<file path="config.mk">
export PLATFORM = sky130hd
export DESIGN_NAME = pcis_ctrl
export DESIGN_NICKNAME = d
export VERILOG_FILES = /design/src/logic/pcis_pkg.sv /design/src/logic/pcis_ctrl.sv /design/src/logic/pcis_strap_filter.sv
export VERILOG_INCLUDE_DIRS = /design/src /design/src/logic
export SDC_FILE = /design/constraint.sdc
export NUM_CORES = 1
export LEC_CHECK = 0
export ABC_AREA = 1
export BUFFER_PORTS_ARGS = -buffer_cell sky130_fd_sc_hd__buf_2
export CAP_MARGIN = 20
export CORE_MARGIN = 4
export CORE_UTILIZATION = 45
export CTS_CLUSTER_DIAMETER = 120
export DETAILED_ROUTE_END_ITERATION = 10
export PLACE_DENSITY = 0.64
export SLEW_MARGIN = 20
export SYNTH_ARGS = -nofsm -noshare
export SYNTH_HDL_FRONTEND = slang
export SYNTH_SLANG_ARGS = --single-unit
</file>
<file path="constraint.sdc">
create_clock -name core_clk -period 1.5 [get_ports core_clk]
set_input_delay 0.45 -clock core_clk [delete_from_list [all_inputs] [get_ports core_clk]]
set_output_delay 0.45 -clock core_clk [all_outputs]
set_load 0.05 [all_outputs]
</file>
<file path="src/logic/pcis_defs.svh">
// constants for the calibration and input select control logic
// assumes a 200 MHz core clock and already qualified alarm inputs
`ifndef PCIS_DEFS_SVH
`define PCIS_DEFS_SVH
`define PCIS_CLK_MHZ 200
`define PCIS_STRAP_STABLE_CYC 16
`define PCIS_CAL_TIME_US 10
`define PCIS_CAL_CYC (`PCIS_CAL_TIME_US * `PCIS_CLK_MHZ)
`define PCIS_HOLD_CYC 16'd400
`define PCIS_DRIFT_PPM 500
`define PCIS_SWITCH_PPM 100
`define PCIS_LVL_LOW 2'h0
`define PCIS_LVL_MED 2'h1
`define PCIS_LVL_HIGH 2'h2
`define PCIS_NUM_STRAPS 8
`define PCIS_STRAP_W 16
`endif

</file>
<file path="src/logic/pcis_pkg.sv">
// types for the calibration and input select control logic
// assumes pcis_defs.svh is on the include path
`include "pcis_defs.svh"
package pcis_pkg;
   typedef enum logic [2:0] {
      PCIS_RESET = 3'h0,
      PCIS_WAIT = 3'h1,
      PCIS_CAL = 3'h2,
      PCIS_LOCKED = 3'h3,
      PCIS_HOLDOVER = 3'h4
   } pcis_state_t;
   typedef logic [1:0] pcis_level_t;
endpackage : pcis_pkg

</file>
<file path="src/logic/pcis_ctrl.sv">
// calibration sequencer and reference input selector
// assumes loss of signal and crystal flags come from async analog monitors
`include "pcis_defs.svh"
// Summary of operation
// - three-level straps decode to low, medium, high; floating reads medium
// - four plan straps set the multiplication ratio for both outputs
// - bandwidth code from two bandwidth straps plus table strap
// - alarm held and loop driven by sequencer while calibrating
// - calibrate on reset, reset release, strap change, range fault
// - calibration waits for valid active input and crystal present
// - free-running output clock enabled while waiting for input
// - no recalibration after success without a trigger event
// - input loss enters holdover; return relocks without calibration
// - drift of 500 ppm since calibration may trigger recalibration
// - logic stays in reset until a valid reference appears
// - switch adopts new input phase offset, no output step
// - alarm may pulse on switch between inputs over 100 ppm apart
// - mode medium or high selects automatic; choice pin reports choice
// - automatic priority fixed: input one above input two
// - at reset pick best valid input, else suppress outputs
// - revertive moves up on validity; non-revertive only on alarm
// - no valid input: holdover, then first input to become valid
module pcis_ctrl
   import pcis_pkg::*;
(
   input wire logic core_clk,
   input wire logic rst_n,
   input wire logic [3:0] freq_plan_select_hi,
   input wire logic [3:0] freq_plan_select_lo,
   input wire logic [1:0] loop_bw_select_hi,
   input wire logic [1:0] loop_bw_select_lo,
   input wire logic plan_table_select_hi,
   input wire logic plan_table_select_lo,
   input wire logic ref_source_select_hi,
   input wire logic ref_source_select_lo,
   input wire logic select_mode_pin_hi,
   input wire logic select_mode_pin_lo,
   input wire logic input_choice_pin_in,
   input wire logic signal_loss_alarm_one,
   input wire logic signal_loss_alarm_two,
   input wire logic xtal_present,
   input wire logic range_fault,
   input wire logic drift_exceeded,
   input wire logic freq_gap_large,
   output logic [7:0] plan_code,
   output logic [5:0] bw_code,
   output logic lock_lost_alarm,
   output logic cal_drive,
   output logic cal_active,
   output logic freerun_enable,
   output logic outputs_enable,
   output logic holdover,
   output logic active_is_two,
   output logic phase_capture,
   output logic input_choice_pin_out,
   output logic input_choice_pin_oe,
   output logic [1:0] state_code
);
   // ===========================================================
   // strap decoding
   // each pin has two comparators: above-high and below-low
   function automatic pcis_level_t lvl(input logic hi, input logic lo);
      // neither comparator tripped means the pin floats at mid supply
      lvl = hi ? `PCIS_LVL_HIGH : (lo ? `PCIS_LVL_LOW : `PCIS_LVL_MED);
   endfunction : lvl
   logic [`PCIS_STRAP_W-1:0] raw_pairs;
   logic [`PCIS_STRAP_W-1:0] strap_pairs;
   logic [`PCIS_STRAP_W-1:0] strap_lvls;
   logic strap_change;
   // pairs are synchronised before decoding so a mid-level pin cannot glitch it
   assign raw_pairs = {freq_plan_select_hi[3], freq_plan_select_lo[3],
                       freq_plan_select_hi[2], freq_plan_select_lo[2],
                       freq_plan_select_hi[1], freq_plan_select_lo[1],
                       freq_plan_select_hi[0], freq_plan_select_lo[0],
                       loop_bw_select_hi[1], loop_bw_select_lo[1],
                       loop_bw_select_hi[0], loop_bw_select_lo[0],
                       plan_table_select_hi, plan_table_select_lo,
                       ref_source_select_hi, ref_source_select_lo};
   for (genvar i = 0; i < 8; i++) begin : g_lvl
      assign strap_lvls[2*i+:2] = lvl(strap_pairs[2*i+1], strap_pairs[2*i]);
   end
   pcis_strap_filter u_filt (
      .core_clk(core_clk),
      .rst_n(rst_n),
      .raw_in(raw_pairs),
      .stable_out(strap_pairs),
      .change_pulse(strap_change)
   );
   // ===========================================================
   // async monitors
   logic [6:0] mon_meta_r;
   logic [6:0] mon_r;
   always_ff @(posedge core_clk) begin
      if (!rst_n) begin
         // reads as manual mode, both inputs lost: no false valid, no pin drive
         mon_meta_r <= 7'h2c;
         mon_r <= 7'h2c;
      end else begin
         mon_meta_r <= {select_mode_pin_hi, select_mode_pin_lo, input_choice_pin_in,
                        signal_loss_alarm_one, signal_loss_alarm_two, xtal_present,
                        range_fault};
         mon_r <= mon_meta_r;
      end
   end
   wire pcis_level_t mode = lvl(mon_r[6], mon_r[5]);
   wire choice_in = mon_r[4];
   wire valid_one = !mon_r[3];
   wire valid_two = !mon_r[2];
   wire xtal_ok = mon_r[1];
   wire fault = mon_r[0];
   wire auto_mode = (mode != `PCIS_LVL_LOW);
   wire revertive = (mode == `PCIS_LVL_HIGH);
   // ===========================================================
   // input selection
   logic sel_two_r;
   logic have_sel_r;
   logic prev_valid_one_r;
   logic prev_valid_two_r;
   logic sel_two_nxt;
   logic have_sel_nxt;
   wire any_valid = valid_one || valid_two;
   wire best_two = !valid_one;
   wire cur_valid = sel_two_r ? valid_two : valid_one;
   wire rise_one = valid_one && !prev_valid_one_r;
   wire rise_two = valid_two && !prev_valid_two_r;
   always_comb begin
      sel_two_nxt = sel_two_r;
      have_sel_nxt = have_sel_r;
      if (!auto_mode) begin
         sel_two_nxt = choice_in;
         have_sel_nxt = 1'b1;
      end else if (!have_sel_r) begin
         if (any_valid) begin
            sel_two_nxt = best_two;
            have_sel_nxt = 1'b1;
         end
      end else if (!cur_valid) begin
         if (any_valid) begin
            sel_two_nxt = best_two;
         end
      end else if (revertive && sel_two_r && valid_one) begin
         sel_two_nxt = 1'b0;
      end
      // holdover: first input that turns valid wins
      if (auto_mode && have_sel_r && !any_valid) begin
         sel_two_nxt = sel_two_r;
      end
      if (auto_mode && have_sel_r && !cur_valid && (rise_one || rise_two)) begin
         sel_two_nxt = rise_one ? 1'b0 : 1'b1;
      end
   end
   wire switching = have_sel_r && (sel_two_nxt != sel_two_r);
   always_ff @(posedge core_clk) begin
      if (!rst_n) begin
         sel_two_r <= 1'b0;
         have_sel_r <= 1'b0;
         prev_valid_one_r <= 1'b0;
         prev_valid_two_r <= 1'b0;
      end else begin
         sel_two_r <= sel_two_nxt;
         have_sel_r <= have_sel_nxt;
         prev_valid_one_r <= valid_one;
         prev_valid_two_r <= valid_two;
      end
   end
   // a manual reference change is a strap change too, so it retriggers
   logic sel_src_r;
   wire src_change = have_sel_r && !auto_mode && (choice_in != sel_src_r);
   // ===========================================================
   // calibration sequencer
   pcis_state_t state_r;
   pcis_state_t state_nxt;
   logic cal_req_r;
   logic [15:0] cal_cnt_r;
   logic [15:0] hold_cnt_r;
   wire cal_done = (cal_cnt_r == 16'(`PCIS_CAL_CYC - 1));
   wire drift_trig = drift_exceeded && (state_r == PCIS_LOCKED);
   // set wins over the clear taken when calibration starts
   wire trig = strap_change || src_change || fault || drift_trig;
   wire inputs_ok = have_sel_r && cur_valid && xtal_ok;
   always_comb begin
      state_nxt = state_r;
      unique case (state_r)
         PCIS_RESET: begin
            if (any_valid) state_nxt = PCIS_WAIT;
         end
         PCIS_WAIT: begin
            if (inputs_ok) state_nxt = PCIS_CAL;
         end
         PCIS_CAL: begin
            if (!inputs_ok) state_nxt = PCIS_WAIT;
            else if (cal_done) state_nxt = PCIS_LOCKED;
         end
         PCIS_LOCKED: begin
            if (cal_req_r || trig) state_nxt = PCIS_WAIT;
            else if (!cur_valid) state_nxt = PCIS_HOLDOVER;
         end
         PCIS_HOLDOVER: begin
            if (cal_req_r || trig) state_nxt = PCIS_WAIT;
            else if (cur_valid) state_nxt = PCIS_LOCKED;
         end
         default: state_nxt = PCIS_RESET;
      endcase
   end
   wire cal_start = (state_r == PCIS_WAIT) && (state_nxt == PCIS_CAL);
   wire cal_req_nxt = trig ? 1'b1 : (cal_start ? 1'b0 : cal_req_r);
   wire [15:0] hold_nxt = (switching && freq_gap_large) ? `PCIS_HOLD_CYC :
                          ((hold_cnt_r != 16'h0000) ? hold_cnt_r - 16'h0001 : 16'h0000);
   always_ff @(posedge core_clk) begin
      if (!rst_n) begin
         state_r <= PCIS_RESET;
         cal_req_r <= 1'b1;
         cal_cnt_r <= 16'h0000;
         hold_cnt_r <= 16'h0000;
         sel_src_r <= 1'b0;
      end else begin
         state_r <= state_nxt;
         cal_req_r <= cal_req_nxt;
         cal_cnt_r <= (state_r == PCIS_CAL) ? cal_cnt_r + 16'h0001 : 16'h0000;
         hold_cnt_r <= hold_nxt;
         sel_src_r <= choice_in;
      end
   end
   // ===========================================================
   // registered outputs
   wire in_cal = (state_nxt == PCIS_CAL);
   wire running = (state_nxt == PCIS_LOCKED) || (state_nxt == PCIS_HOLDOVER);
   always_ff @(posedge core_clk) begin
      if (!rst_n) begin
         plan_code <= 8'h00;
         bw_code <= 6'h00;
         lock_lost_alarm <= 1'b1;
         cal_drive <= 1'b0;
         cal_active <= 1'b0;
         freerun_enable <= 1'b0;
         outputs_enable <= 1'b0;
         holdover <= 1'b0;
         active_is_two <= 1'b0;
         phase_capture <= 1'b0;
         input_choice_pin_out <= 1'b0;
         input_choice_pin_oe <= 1'b0;
         state_code <= 2'h0;
      end else begin
         plan_code <= strap_lvls[15:8];
         bw_code <= strap_lvls[7:2];
         lock_lost_alarm <= in_cal || !running || (hold_nxt != 16'h0000);
         cal_drive <= in_cal;
         cal_active <= in_cal;
         // vco range set by plan and table; frequency is loose until calibrated
         freerun_enable <= (state_nxt == PCIS_WAIT) && have_sel_nxt;
         outputs_enable <= have_sel_nxt && (state_nxt != PCIS_RESET);
         holdover <= (state_nxt == PCIS_HOLDOVER);
         active_is_two <= sel_two_nxt;
         phase_capture <= switching;
         input_choice_pin_out <= sel_two_nxt;
         input_choice_pin_oe <= auto_mode;
         state_code <= state_nxt[1:0];
      end
   end
endmodule : pcis_ctrl

</file>
<file path="src/logic/pcis_strap_filter.sv">
// synchroniser and stability filter for the strap comparator pairs
// assumes raw strap comparator outputs are asynchronous to core_clk
`include "pcis_defs.svh"
module pcis_strap_filter
   import pcis_pkg::*;
(
   input wire logic core_clk,
   input wire logic rst_n,
   input wire logic [`PCIS_STRAP_W-1:0] raw_in,
   output logic [`PCIS_STRAP_W-1:0] stable_out,
   output logic change_pulse
);
   logic [`PCIS_STRAP_W-1:0] meta_r;
   logic [`PCIS_STRAP_W-1:0] sync_r;
   logic [`PCIS_STRAP_W-1:0] cand_r;
   logic [4:0] cnt_r;
   logic seen_r;
   wire differs = (sync_r != cand_r);
   wire settled = (cnt_r == 5'(`PCIS_STRAP_STABLE_CYC));
   wire take = settled && (cand_r != stable_out);
   // ===========================================================
   // sync and settle
   // slow pin edges glitch through midlevel; the count hides them
   always_ff @(posedge core_clk) begin
      if (!rst_n) begin
         meta_r <= '0;
         sync_r <= '0;
         cand_r <= '0;
         cnt_r <= '0;
         stable_out <= '0;
         change_pulse <= 1'b0;
         seen_r <= 1'b0;
      end else begin
         meta_r <= raw_in;
         sync_r <= meta_r;
         cand_r <= sync_r;
         cnt_r <= differs ? 5'h00 : (settled ? cnt_r : cnt_r + 5'h01);
         if (take) begin
            stable_out <= cand_r;
         end
         // straps equal to the reset value must still arm the detector
         if (settled) begin
            seen_r <= 1'b1;
         end
         // first settle after reset is not a change
         change_pulse <= take && seen_r;
      end
   end
endmodule : pcis_strap_filter

</file>
---- Yosys cells after proc, flatten, opt, wreduce, memory -nomap -nowiden ----
Cells that the tools add are included.
word-level totals
  flip-flop bits (word level) ............. 149
  bits in latches ......................... 0
  bits in writable memories ............... 0
  ROM bits ................................ 0
  input bits .............................. 27
  output and inout port bits .............. 26
  memories ................................ 0
cells by class
  add/sub/neg operators ................... 3
  multiply operators ...................... 0
  divide/modulo/power cells ............... 0
  magnitude comparators ................... 0
  equal/unequal tests ..................... 15
  shifts and indexed selects .............. 0
  mux-type cells .......................... 39
  bitwise operators ....................... 1
  reduce and logical (&&, ||, !) cells .... 52
operator list
  operator                                                                  number
  16-bit 2-to-1 mux                                                         2
  16-bit inequality test                                                    2
  16-bit nonzero test                                                       2
  3-bit 2-to-1 mux                                                          8
  1-bit logical AND                                                         20
  1-bit 2-to-1 mux                                                          20
  2-bit OR reduction                                                        9
  16-bit by 1-bit adder with 16-bit output (second input constant)          1
  16-bit by 11-bit equality test with 1-bit output (second input constant)  1
  2-bit 2-to-1 mux                                                          8
  16-bit by 1-bit subtractor with 16-bit output (second input constant)     1
  3-bit case mux with 5 select lines                                        1
  3-bit by 2-bit equality test with 1-bit output (second input constant)    4
  1-bit logical OR                                                          9
  1-bit zero test                                                           8
  3-bit by 1-bit equality test with 1-bit output (second input constant)    2
  3-bit equality test (second input constant)                               2
  5-bit by 1-bit adder with 5-bit output (second input constant)            1
  5-bit equality test (second input constant)                               1
  3-bit zero test                                                           1
  3-bit nonzero test                                                        1
  2-bit equality test (second input constant)                               1
  1-bit inequality test                                                     2
  2-bit AND reduction                                                       1
  other kinds (2)                                                           2

---- Depth between registers and ports, before layout ----
Gate-level depths: netlist of run 1.
  word-level depth ........................ 17
  depth in mapped cells ................... 15
  depth with buffers taken out ............ 15

---- Hierarchy ----
Synthesis of run 1 repeated with hierarchy kept, for this count alone.
second synthesis, totals
  cells, all modules ...................... 832
  area, all modules ....................... 6068.3 um^2
modules (own cells, without submodules)
  module             instances  cells each  area an instance (um^2)  seq. area each (um^2)
  pcis_ctrl          1          426         3170.5                   1481.4
  pcis_strap_filter  1          406         2897.8                   1421.4

---- Least setup slack after synthesis of run 1 ----
OpenSTA, ideal clock, no wires.
  kind .................................... register -> register
  start ................................... reg input_choice_pin_out (netlist name)
  end ..................................... reg lock_lost_alarm
  arrival ................................. 1800 ps
  setup slack ............................. -414 ps
  stages on the path, launching flop included .. 15
  path buffers ............................ 1
  clock period less this slack ............ 1914 ps
  cells stage by stage .................... dfxtp_1 inv_1 nand2_2 nand3_2 nand2_1 nand2_1 nand2_1 nand2_1 nand3_1 nand4_2 buf_6 nand2_1 nand3_1 nor2_1 nand2_1
RTL lines
  what                    line              source
  end signal: assignment  pcis_ctrl.sv:246  lock_lost_alarm <= in_cal || !running || (hold_nxt != 16'h0000);
  end: declaration        pcis_ctrl.sv:47   output logic lock_lost_alarm,

---- Worst setup path in the final report of run 1 ----
  start ................................... reg hold_cnt_r[1]
  end ..................................... reg lock_lost_alarm
between the ends
  word-level cells in the longest chain between the ends .. 5
RTL lines
  what                                                                                  line              source
  start: declaration                                                                    pcis_ctrl.sv:175  logic [15:0] hold_cnt_r;
  start signal: assignment                                                              pcis_ctrl.sv:220  hold_cnt_r <= hold_nxt;
  16-bit by 1-bit subtractor with 16-bit output or 16-bit nonzero test (tied branches)  pcis_ctrl.sv:208  ((hold_cnt_r != 16'h0000) ? hold_cnt_r - 16'h0001 : 16'h0000);
  16-bit 2-to-1 mux *                                                                   pcis_ctrl.sv:208
  16-bit 2-to-1 mux *                                                                   pcis_ctrl.sv:207  wire [15:0] hold_nxt = (switching && freq_gap_large) ? `PCIS_HOLD_CYC :
  16-bit nonzero test *                                                                 pcis_ctrl.sv:246
  1-bit logical OR *                                                                    pcis_ctrl.sv:246
Every way passes the cells marked *; elsewhere a longest branch is shown, timed or not.
A chain may end at the register's enable or synchronous reset.

==> impl_summary.md, run 1 <==
Status
The run finished, with violations left. The final reports fail on setup timing.

Synthesis
Synthesis produced approximately 740 cells. The portion of the post-synthesis area used by sequential elements is 0.508. After synthesis the netlist holds a flip-flop and latch count of between 100 and 150. The share of synthesized area in the top cell type comes to 0.508. The number of nets handed over by synthesis was ~770. The synthesized area divided by synthesized cell count is slightly below 8 µm². The post-synthesis cell type count is between 40 and 50. The most used flip-flop cell after synthesis is dfxtp_1. The mapped netlist covers around 0.0057 mm². For this run, the number of Yosys warnings is 0. The cell type with the highest aggregate area in the netlist is dfxtp_1. The count of flip-flops with a built-in enable after synthesis is 0. Of all flip-flops after synthesis, the portion carrying an async set or reset was 0. Yosys attributes the largest share of cell area to dfxtp_1 (51%), nand2_1 (10%), inv_1 (8.0%).

CTS
The clock input transition at the sequential cells of the worst setup and hold paths is 60 ps. The number of clock sinks is about 150. TritonCTS built the clock tree. The number of buffers created by CTS is 17.

In this run the deepest clock path goes through 2 buffers. The root buffer cell is clkbuf_16. The insertion delay to the later sink of the worst-skew pair is 420 ps. The deepest level of the CTS H-tree is 4. After clock tree synthesis, the flow added hold-fix buffers numbering 0.

Detailed routing
After the first detailed-routing iteration, the DRC count stood at 383. The routed wirelength normalized by instance count is 13.6 µm. After detailed routing, the total wire length is 15,200 µm. The iteration count of the initial detailed-routing pass is 5. The DRC violation count after routing is 0. The post-route antenna net violation count is 0. The average via count per standard cell is between 4 and 5. The via count is 5,391.

Floorplanning
From bottom edge to top edge, the die measures approximately 120 µm. For this configuration, the core starts out at a cell density of 0.468. The floorplan die width is 121 µm. The core area is around 0.012 mm².

The die covers approximately 0.015 mm². The count of boundary I/O pins is between 50 and 60. The number of standard-cell rows in the floorplan is 40.

Power and ir drop
The largest voltage drop on the vdd net is roughly 1.1 mV. The net switching share of the total power is 0.315. For this design the static power due to leakage is between 0.004 and 0.005 µW.

For this design the ratio of total power to cell area is between 1500 and 2000 mW/mm². The internal portion of the total power is around 9300 µW. The share of total power dissipated in sequential elements is 0.320. The power dissipated by switching net loads is 4270 µW. The relative contribution of combinational cells to total power is 0.342. The clock power share is 0.338.

Final layout
The share of the core filled with cells is 0.714. Relative to the synthesized area, the layout overhead comes to 52.6%. In the final layout, the share of cells above drive strength 1 is 0.449. For this run, the post-layout net count is a little under 1,000.

0 antenna diodes ended up in the layout. Counting the fill cells in the layout gives 894.

Place
During placement, the flow inserted port buffers numbering between 50 and 60. The post-placement setup slack is -367 ps. Routability-driven placement finished with a final weighted congestion of between 0.8 and 0.9. The final HPWL from detailed placement is approximately 8700 µm.

Worst setup path
The reg-to-reg startpoint is hold_cnt_r[1]. The origin of the worst setup path is hold_cnt_r[1]. The start-to-end type of the worst setup path is reg -> reg.

The startpoint type of the worst setup path is a register. The count of cells along the worst register-to-register path is 13. The destination of the worst register-to-register timing path is lock_lost_alarm. The worst setup path is captured at a register. The highest net fanout along the worst path is 3.

In this run the register-to-register setup slack is -350 ps. The largest individual stage delay along the critical path comes from the cell dfxtp_2. On the worst path, the slowest cell contributes a delay of roughly 320 ps. The signal on the critical path passes through inv_2 -> ha_4 -> inv_4 -> nor2_4 -> nand4_1 -> nor2_4 -> buf_6 -> buf_4 -> nor2_1 -> o21ai_1 -> nand2_1 -> nor2_1 -> nand2_1. The capture point of the worst path is lock_lost_alarm.

STA puts the critical path data required time at between 1500 and 2000 ps. At the worst endpoint, the arrival time is between 2000 and 2500 ps.

Timing
The number of pins with negative max-slew slack in the final report was 0. The clock skew after layout is around 7.0 ps. The worst setup slack after layout is -350 ps. At the pin with the least slew margin, the transition time is between 600 and 700 ps. The final critical-path share of the clock period is 1.23.

The normalized max-slew margin is 0.571. Setup repair after global routing could not meet its margin everywhere. The number of hold violations in the final report is 0.

Derived from the worst setup path, the maximum achievable clock frequency is approximately 540 MHz. Adding up every negative setup slack in the final design gives -5160 ps. The final critical path time including I/O delays and setup is between 1500 and 2000 ps.

The worst hold slack across all endpoints is approximately 210 ps. The setup-violating endpoint count in the final report is 50.

GRT
The via count of the first global-routing pass is just over 5,000. The initial antenna violation count is 0. For this run, the total global-route usage over all layers was measured as 0.197.

The maximum number of pins on one net before global-route repair is 47. The global-route wire length before repair is between 20,000 and 25,000 µm. Summed over all layers, the global routing overflow is 0.

Job
The max-cap check violation count is 0.

Min path
The classification of the worst-slack hold path is in -> reg.
==> power groups by stage <==
| stage | Combinational (µW) | Sequential [µW] | Clock (µW) |
|---|---|---|---|
| 3_5_place_dp | 3650 | 4380 | 0 |
| 6_report | 4630 | 4330 | 4570 |
| 2_1_floorplan | 1960 | 4440 | 0 |
| 4_1_cts | 4010 | 4310 | 4610 |
| 5_1_grt | 5040 | 4370 | 4810 |
| 3_3_place_gp | 3600 | 4380 | 0 |
==> registers in the layout, summed over array words and instances (netlist names), 8 cells and up <==
| signal | count |
|---|---|
| plan_code | 8 |
| hold_cnt_r | 16 |
| u_filt.sync_r | 16 |
| u_filt.stable_out | 16 |
| u_filt.cand_r | 16 |
| u_filt.meta_r | 16 |
| cal_cnt_r | 16 |
==> worst max-delay path: cells and delay by family, from the launching register on <==
family,cells,cell delay (ps)
buffers and inverters,4,330
DFF,1,320
adders and majority gates,1,150
AOI/OAI and AO/OA,1,150
and+or+nand+nor,7,790
==> layer usage <==
| layer | track usage | part of all wire |
|---|---|---|
| met1 | 0.233 | 0.41 |
| met3 | 0.0468 | 0.045 |
| met5 | 0 | 0 |
| met4 | 0.0751 | 0.024 |
| met2 | 0.347 | 0.52 |
==> Yosys cell counts (2+ instances only) <==
master,instances
o31ai_1,2
ha_1,5
or2_2,10
inv_2,9
a211oi_1,2
clkbuf_1,12
nand3b_1,3
nor4_1,2
o21ai_0,24
nand4_1,14
nand2_1,152
or2_1,4
nand3_1,25
nor2_1,69
o21ai_1,8
inv_1,121
nor2_2,9
dfxtp_1,145
buf_4,5
nor3_2,7
nand2_2,4
a2111oi_0,2
nor3_1,23
xnor2_1,11
nand3_2,2
a21oi_1,34
o22ai_1,2
buf_2,2
or2_0,3
xor2_1,10
==> kinds of logic (layout without fill, tap and decap cells) <==
family / Yosys count / after routing / synth area share
AND/OR/NAND/NOR: 335 / 336 / 0.270
buffers and inverters: 151 / 365 / 0.104
flip-flops: 145 / 145 / 0.508
AO/OA/AOI/OAI: 78 / 78 / 0.0740
XOR/XNOR: 21 / 21 / 0.0322
adder cells (fa/ha/maj): 5 / 5 / 0.0110
==> placed cells by master, fill, tap and decap left out, drive strengths merged, types with 2 or more instances in the layout <==
| cell type | instances |
|---|---|
| buf | 198 |
| nand2 | 158 |
| dfxtp | 145 |
| inv | 133 |
| nor2 | 79 |
| a21oi | 34 |
| o21ai | 32 |
| nor3 | 30 |
| nand3 | 27 |
| clkbuf | 22 |
| or2 | 17 |
| nand4 | 15 |
| xnor2 | 11 |
| xor2 | 10 |
| ha | 5 |
| clkinv | 5 |
| bufinv | 4 |
| nand3b | 3 |
| clkinvlp | 3 |
| a211oi | 2 |
| o22ai | 2 |
| nor4 | 2 |
| nor3b | 2 |
| a2111oi | 2 |
| o31ai | 2 |
==> area by class of cell <==
cell class	instances	area, µm²	share of cell area
clock buffer	20	468	0.0537
clock inverter	12	179	0.0205
inverter	131	504	0.0578
multi-input combinational	440	2860	0.328
sequential	145	2960	0.339
tap	168	210	0.0241
timing repair buffer	200	1520	0.174
timing repair inverter	2	22.5	0.00258
==> how the worst min path moves through the flow <==
stage	from	endpoint	slack, ps	cells past startpoint
after global placement	u_filt.meta_r[2]	u_filt.sync_r[2]	390	2
after floorplan	mon_meta_r[0]	mon_r[0]	390	2
after global routing	freq_plan_select_lo[2]	u_filt.meta_r[12]	210	3
final	loop_bw_select_hi[1]	u_filt.meta_r[7]	210	3
after detailed placement	u_filt.meta_r[9]	u_filt.sync_r[9]	400	2
after CTS	freq_plan_select_hi[0]	u_filt.meta_r[9]	200	3
==> through the flow <==
step | area (µm²) | cells | power (µW)
after global placement | 6940 | 1049 | 7980
final | 8720 | 1118 | 13500
after CTS | 8170 | 1106 | 12900
after detailed placement | 6940 | 1049 | 8030
after global routing | 8720 | 1118 | 14200
after floorplan | 5720 | 735 | 6400
==> repair_timing <==
| item | CTS | global route |
|---|---|---|
| gates resized for setup | 121 | 142 |
| endpoints found under the setup margin | 50 | 61 |
| gates cloned | 3 | 0 |
| buffers inserted | 30 | 15 |
| pin swaps | 33 | 47 |
No activity file was read; power rests on OpenSTA's default activity.
==> run 2, diff against run 1 <==
--- a/config.mk
+++ b/config.mk
@@ -9,6 +9,7 @@
 export ABC_AREA = 1
 export BUFFER_PORTS_ARGS = -buffer_cell sky130_fd_sc_hd__buf_2
 export CAP_MARGIN = 20
+export CORE_ASPECT_RATIO = 2
 export CORE_MARGIN = 4
 export CORE_UTILIZATION = 45
 export CTS_CLUSTER_DIAMETER = 120
@@ -18,3 +19,4 @@
 export SYNTH_ARGS = -nofsm -noshare
 export SYNTH_HDL_FRONTEND = slang
 export SYNTH_SLANG_ARGS = --single-unit
+export TNS_END_PERCENT = 1
==> run 2 against run 1 <==
Effect of this change:
- the run still ends with setup timing left
- non-clock buffer count down 15
- count of clock-buffer cells in the layout up 4
- sequential power rose by 0.9%
- highest routed layer unchanged
==> impl_summary.md, run 2 (synthesis gave the netlist of run 1 again) <==
Floorplanning
between 50 and 60 I/O pins were placed. The die is 87.7 µm wide. The core region is about 0.012 mm². The number of standard-cell rows in the floorplan is just under 60. The die covers 0.0147 mm². The floorplan die height is around 170 µm.

The effective utilization at floorplan is 0.458.

Final layout
From synthesis to final layout, the design area changed by 42.8%. After routing the design area is between 0.008 and 0.009 mm². The top cell types in the final layout, fill and taps aside, are nand2_1 (138), dfxtp_1 (129), buf_4 (128), inv_1 (113), nor2_1 (56).

The footprint of the multi-input gates is 0.00256 mm². The share of the core filled with cells is 0.654. The fraction of layout cells with a size suffix above 1 is 0.371. At the end of the flow, the number of nets in the layout was about 950. The library cell used most frequently in the layout, excluding fill and tap cells, is nand2_1. Fill cells in the final layout number 1,038.

The number of standard cells in the final layout excluding fillers is around 1,100. The antenna cell count is 0. The sequential cells in the finished layout cover a total of 0.00293 mm².

Worst setup path
The reg-to-reg startpoint is hold_cnt_r[6]. The total buffers and inverters traversed by the critical path is 2. The worst setup path is of the reg -> reg kind. The endpoint identified for the worst register-to-register timing path is lock_lost_alarm.

Walking the worst path, the cells encountered are buf_4 -> nor2_2 -> nand2_1 -> nor2_4 -> nand2_4 -> inv_2 -> nand3_1 -> nand2_1 -> nor2_1 -> o21ai_1 -> nand2_1 -> nor2_1 -> nand2_1. The slowest stage of the critical path is the dfxtp_1 cell. The worst setup path is captured at a register.

Data on the critical path arrives at its endpoint at approximately 2000 ps. The count of cells along the worst register-to-register path is 13. In this run the worst path has a maximum fanout of 4. Counting buffers and inverters, the worst setup path is 13 cells deep. The startpoint type of the worst setup path is a register. On the worst path, the slowest cell contributes a delay of approximately 320 ps. The category of cells accounting for the largest share of critical-path delay is simple AND/OR/NAND/NOR gates. Among the stages of the critical path, the cell type that occurs most often is nand2_1. For the worst setup path, the data required time is ~1800 ps.

In this run the register-to-register setup slack is -210 ps.

Timing
The number of pins with negative max-slew slack in the final report is 0. The final critical-path share of the clock period is 1.14. For the pin with the worst max-slew slack, the measured transition is approximately 380 ps.

The clock skew after layout is 8.56 ps. The highest achievable clock rate is between 500 and 600 MHz. The normalized max-slew margin is 0.750. Setup repair after global routing could not meet its margin everywhere.

For the finished layout, the period the worst path requires is around 1700 ps. The setup-violating endpoint count in the final report is 40. Setup slack on the critical path of the routed design comes to -210 ps. The number of hold violations in the final report came to 0.

CTS
TritonCTS created 17 clock buffers. Clock-pin slew was measured on the worst setup and hold paths at ~60 ps. At the later pin of the worst-skew pair, clock insertion delay measures about 420 ps.

The number of buffers on the longest clock path is 2. The root buffer cell is clkbuf_16. For this design, the CTS-stage hold fixing added 0 buffers. TritonCTS built the clock tree. In this run the number of H-tree levels came out at 4. The number of clock sinks is 145.

Status
The final reports fail on setup timing. The run finished, with violations left.

Place
The routability congestion estimate from global placement is slightly below 0.9. After detailed placement, the total cell area comes to approximately 0.007 mm². The post-placement cell count is between 1,000 and 1,500. The number of port buffers is 52. Before CTS, the worst setup slack after placement is -451 ps. The final HPWL from detailed placement is just over 10,000 µm.

Detailed routing
In this run, the number of DRC markers left after iteration 0 of detailed routing was ~150. The average via count per standard cell is between 4 and 5. The detail route stage leaves a number of antenna-violating nets equal to 0.

After detailed routing, the average wire length per cell comes to ~13 µm. For this run, the detailed router's first-pass iteration total came to 6. The detailed router placed between 5,000 and 6,000 vias in this run. The total wire length is approximately 14,000 µm. The DRC violation count after routing is 0.

GRT
In the global route stage, overall resource usage came out at 0.200. For this run the aggregate overflow at the end of global routing stands at 0. The maximum number of pins on one net before global-route repair is 63. The via count of the first global-routing pass was around 5,100.

The first global-routing pass estimated 22,800 µm of wire. The initial antenna violation count is 0.

Min path
The min-delay analysis places its worst path in the category in -> reg. In this run the most critical hold path is launched from select_mode_pin_hi. The path with the worst hold slack has its endpoint at mon_meta_r[6].

The worst hold path depth is 3.

Job
Max-cap violations in this run came to 0.

Power and ir drop
The total power draw is 13,600 µW. In this run the power density over the cells is between 1500 and 2000 mW/mm². The leakage power summed over all cells is ~0.0041 µW. Across the VDD grid, the largest voltage drop is 1.14 mV.
[run 2: area by class of cell]
type / instances / area share
Clock inverter: 8 / 0.0181
Tap cell: 150 / 0.0230
Sequential cell: 145 / 0.359
Clock buffer: 24 / 0.0627
Inverter: 131 / 0.0615
Multi-Input combinational cell: 439 / 0.313
Timing Repair Buffer: 185 / 0.162
[run 2: worst max-delay path by stage]
| stage | startpoint | end |
|---|---|---|
| after floorplan | input_choice_pin_out | lock_lost_alarm |
| after global placement | cal_cnt_r[0] | lock_lost_alarm |
| after detailed placement | cal_cnt_r[1] | lock_lost_alarm |
| after CTS | cal_cnt_r[0] | lock_lost_alarm |
| after global routing | hold_cnt_r[9] | lock_lost_alarm |
| final | hold_cnt_r[6] | lock_lost_alarm |
[run 2: repair_timing]
action | in CTS | in global routing
endpoints found under the setup margin | 58 | 58
resized for setup | 77 | 58
pin swaps | 23 | 29
setup buffers | 8 | 2
endpoints found under the hold margin | 0 | 0
[run 2: per-stage QoR]
| step | hold WS [ps] | TNS, ps |
|---|---|---|
| finish | 212 | -2980 |
| global route | 212 | -8330 |
| CTS | 203 | -3790 |
| detailed placement | 398 | -11540 |
| global placement | 392 | -9050 |
| floorplan | 390 | -63.9 |
[run 2: power breakdown]
group / total (µW) / switching, µW / leakage, µW / internal (µW)
clock: 4610 / 1560 / 0.000315 / 3050
sequential: 4370 / 236 / 0.00119 / 4140
combinational: 4620 / 2330 / 0.00264 / 2290
total: 13600 / 4130 / 0.00415 / 9480
[run 2: routing by layer]
layer	part of all wire	global-route usage	vias up
met5	0	0	-
met4	0.047	0.112	0
met3	0.026	0.0379	40
met2	0.58	0.394	93
met1	0.34	0.178	2390
li1	-	-	2650
[run 2: worst register-to-register path, cell delays in order, from the launching register on]
cell	delay [ps]
dfxtp_1	320
buf_4	150
nor2_2	100
nand2_1	90
nor2_4	200
nand2_4	100
inv_2	70
nand3_1	60
nand2_1	90
nor2_1	50
o21ai_1	140
nand2_1	70
nor2_1	110
nand2_1	60
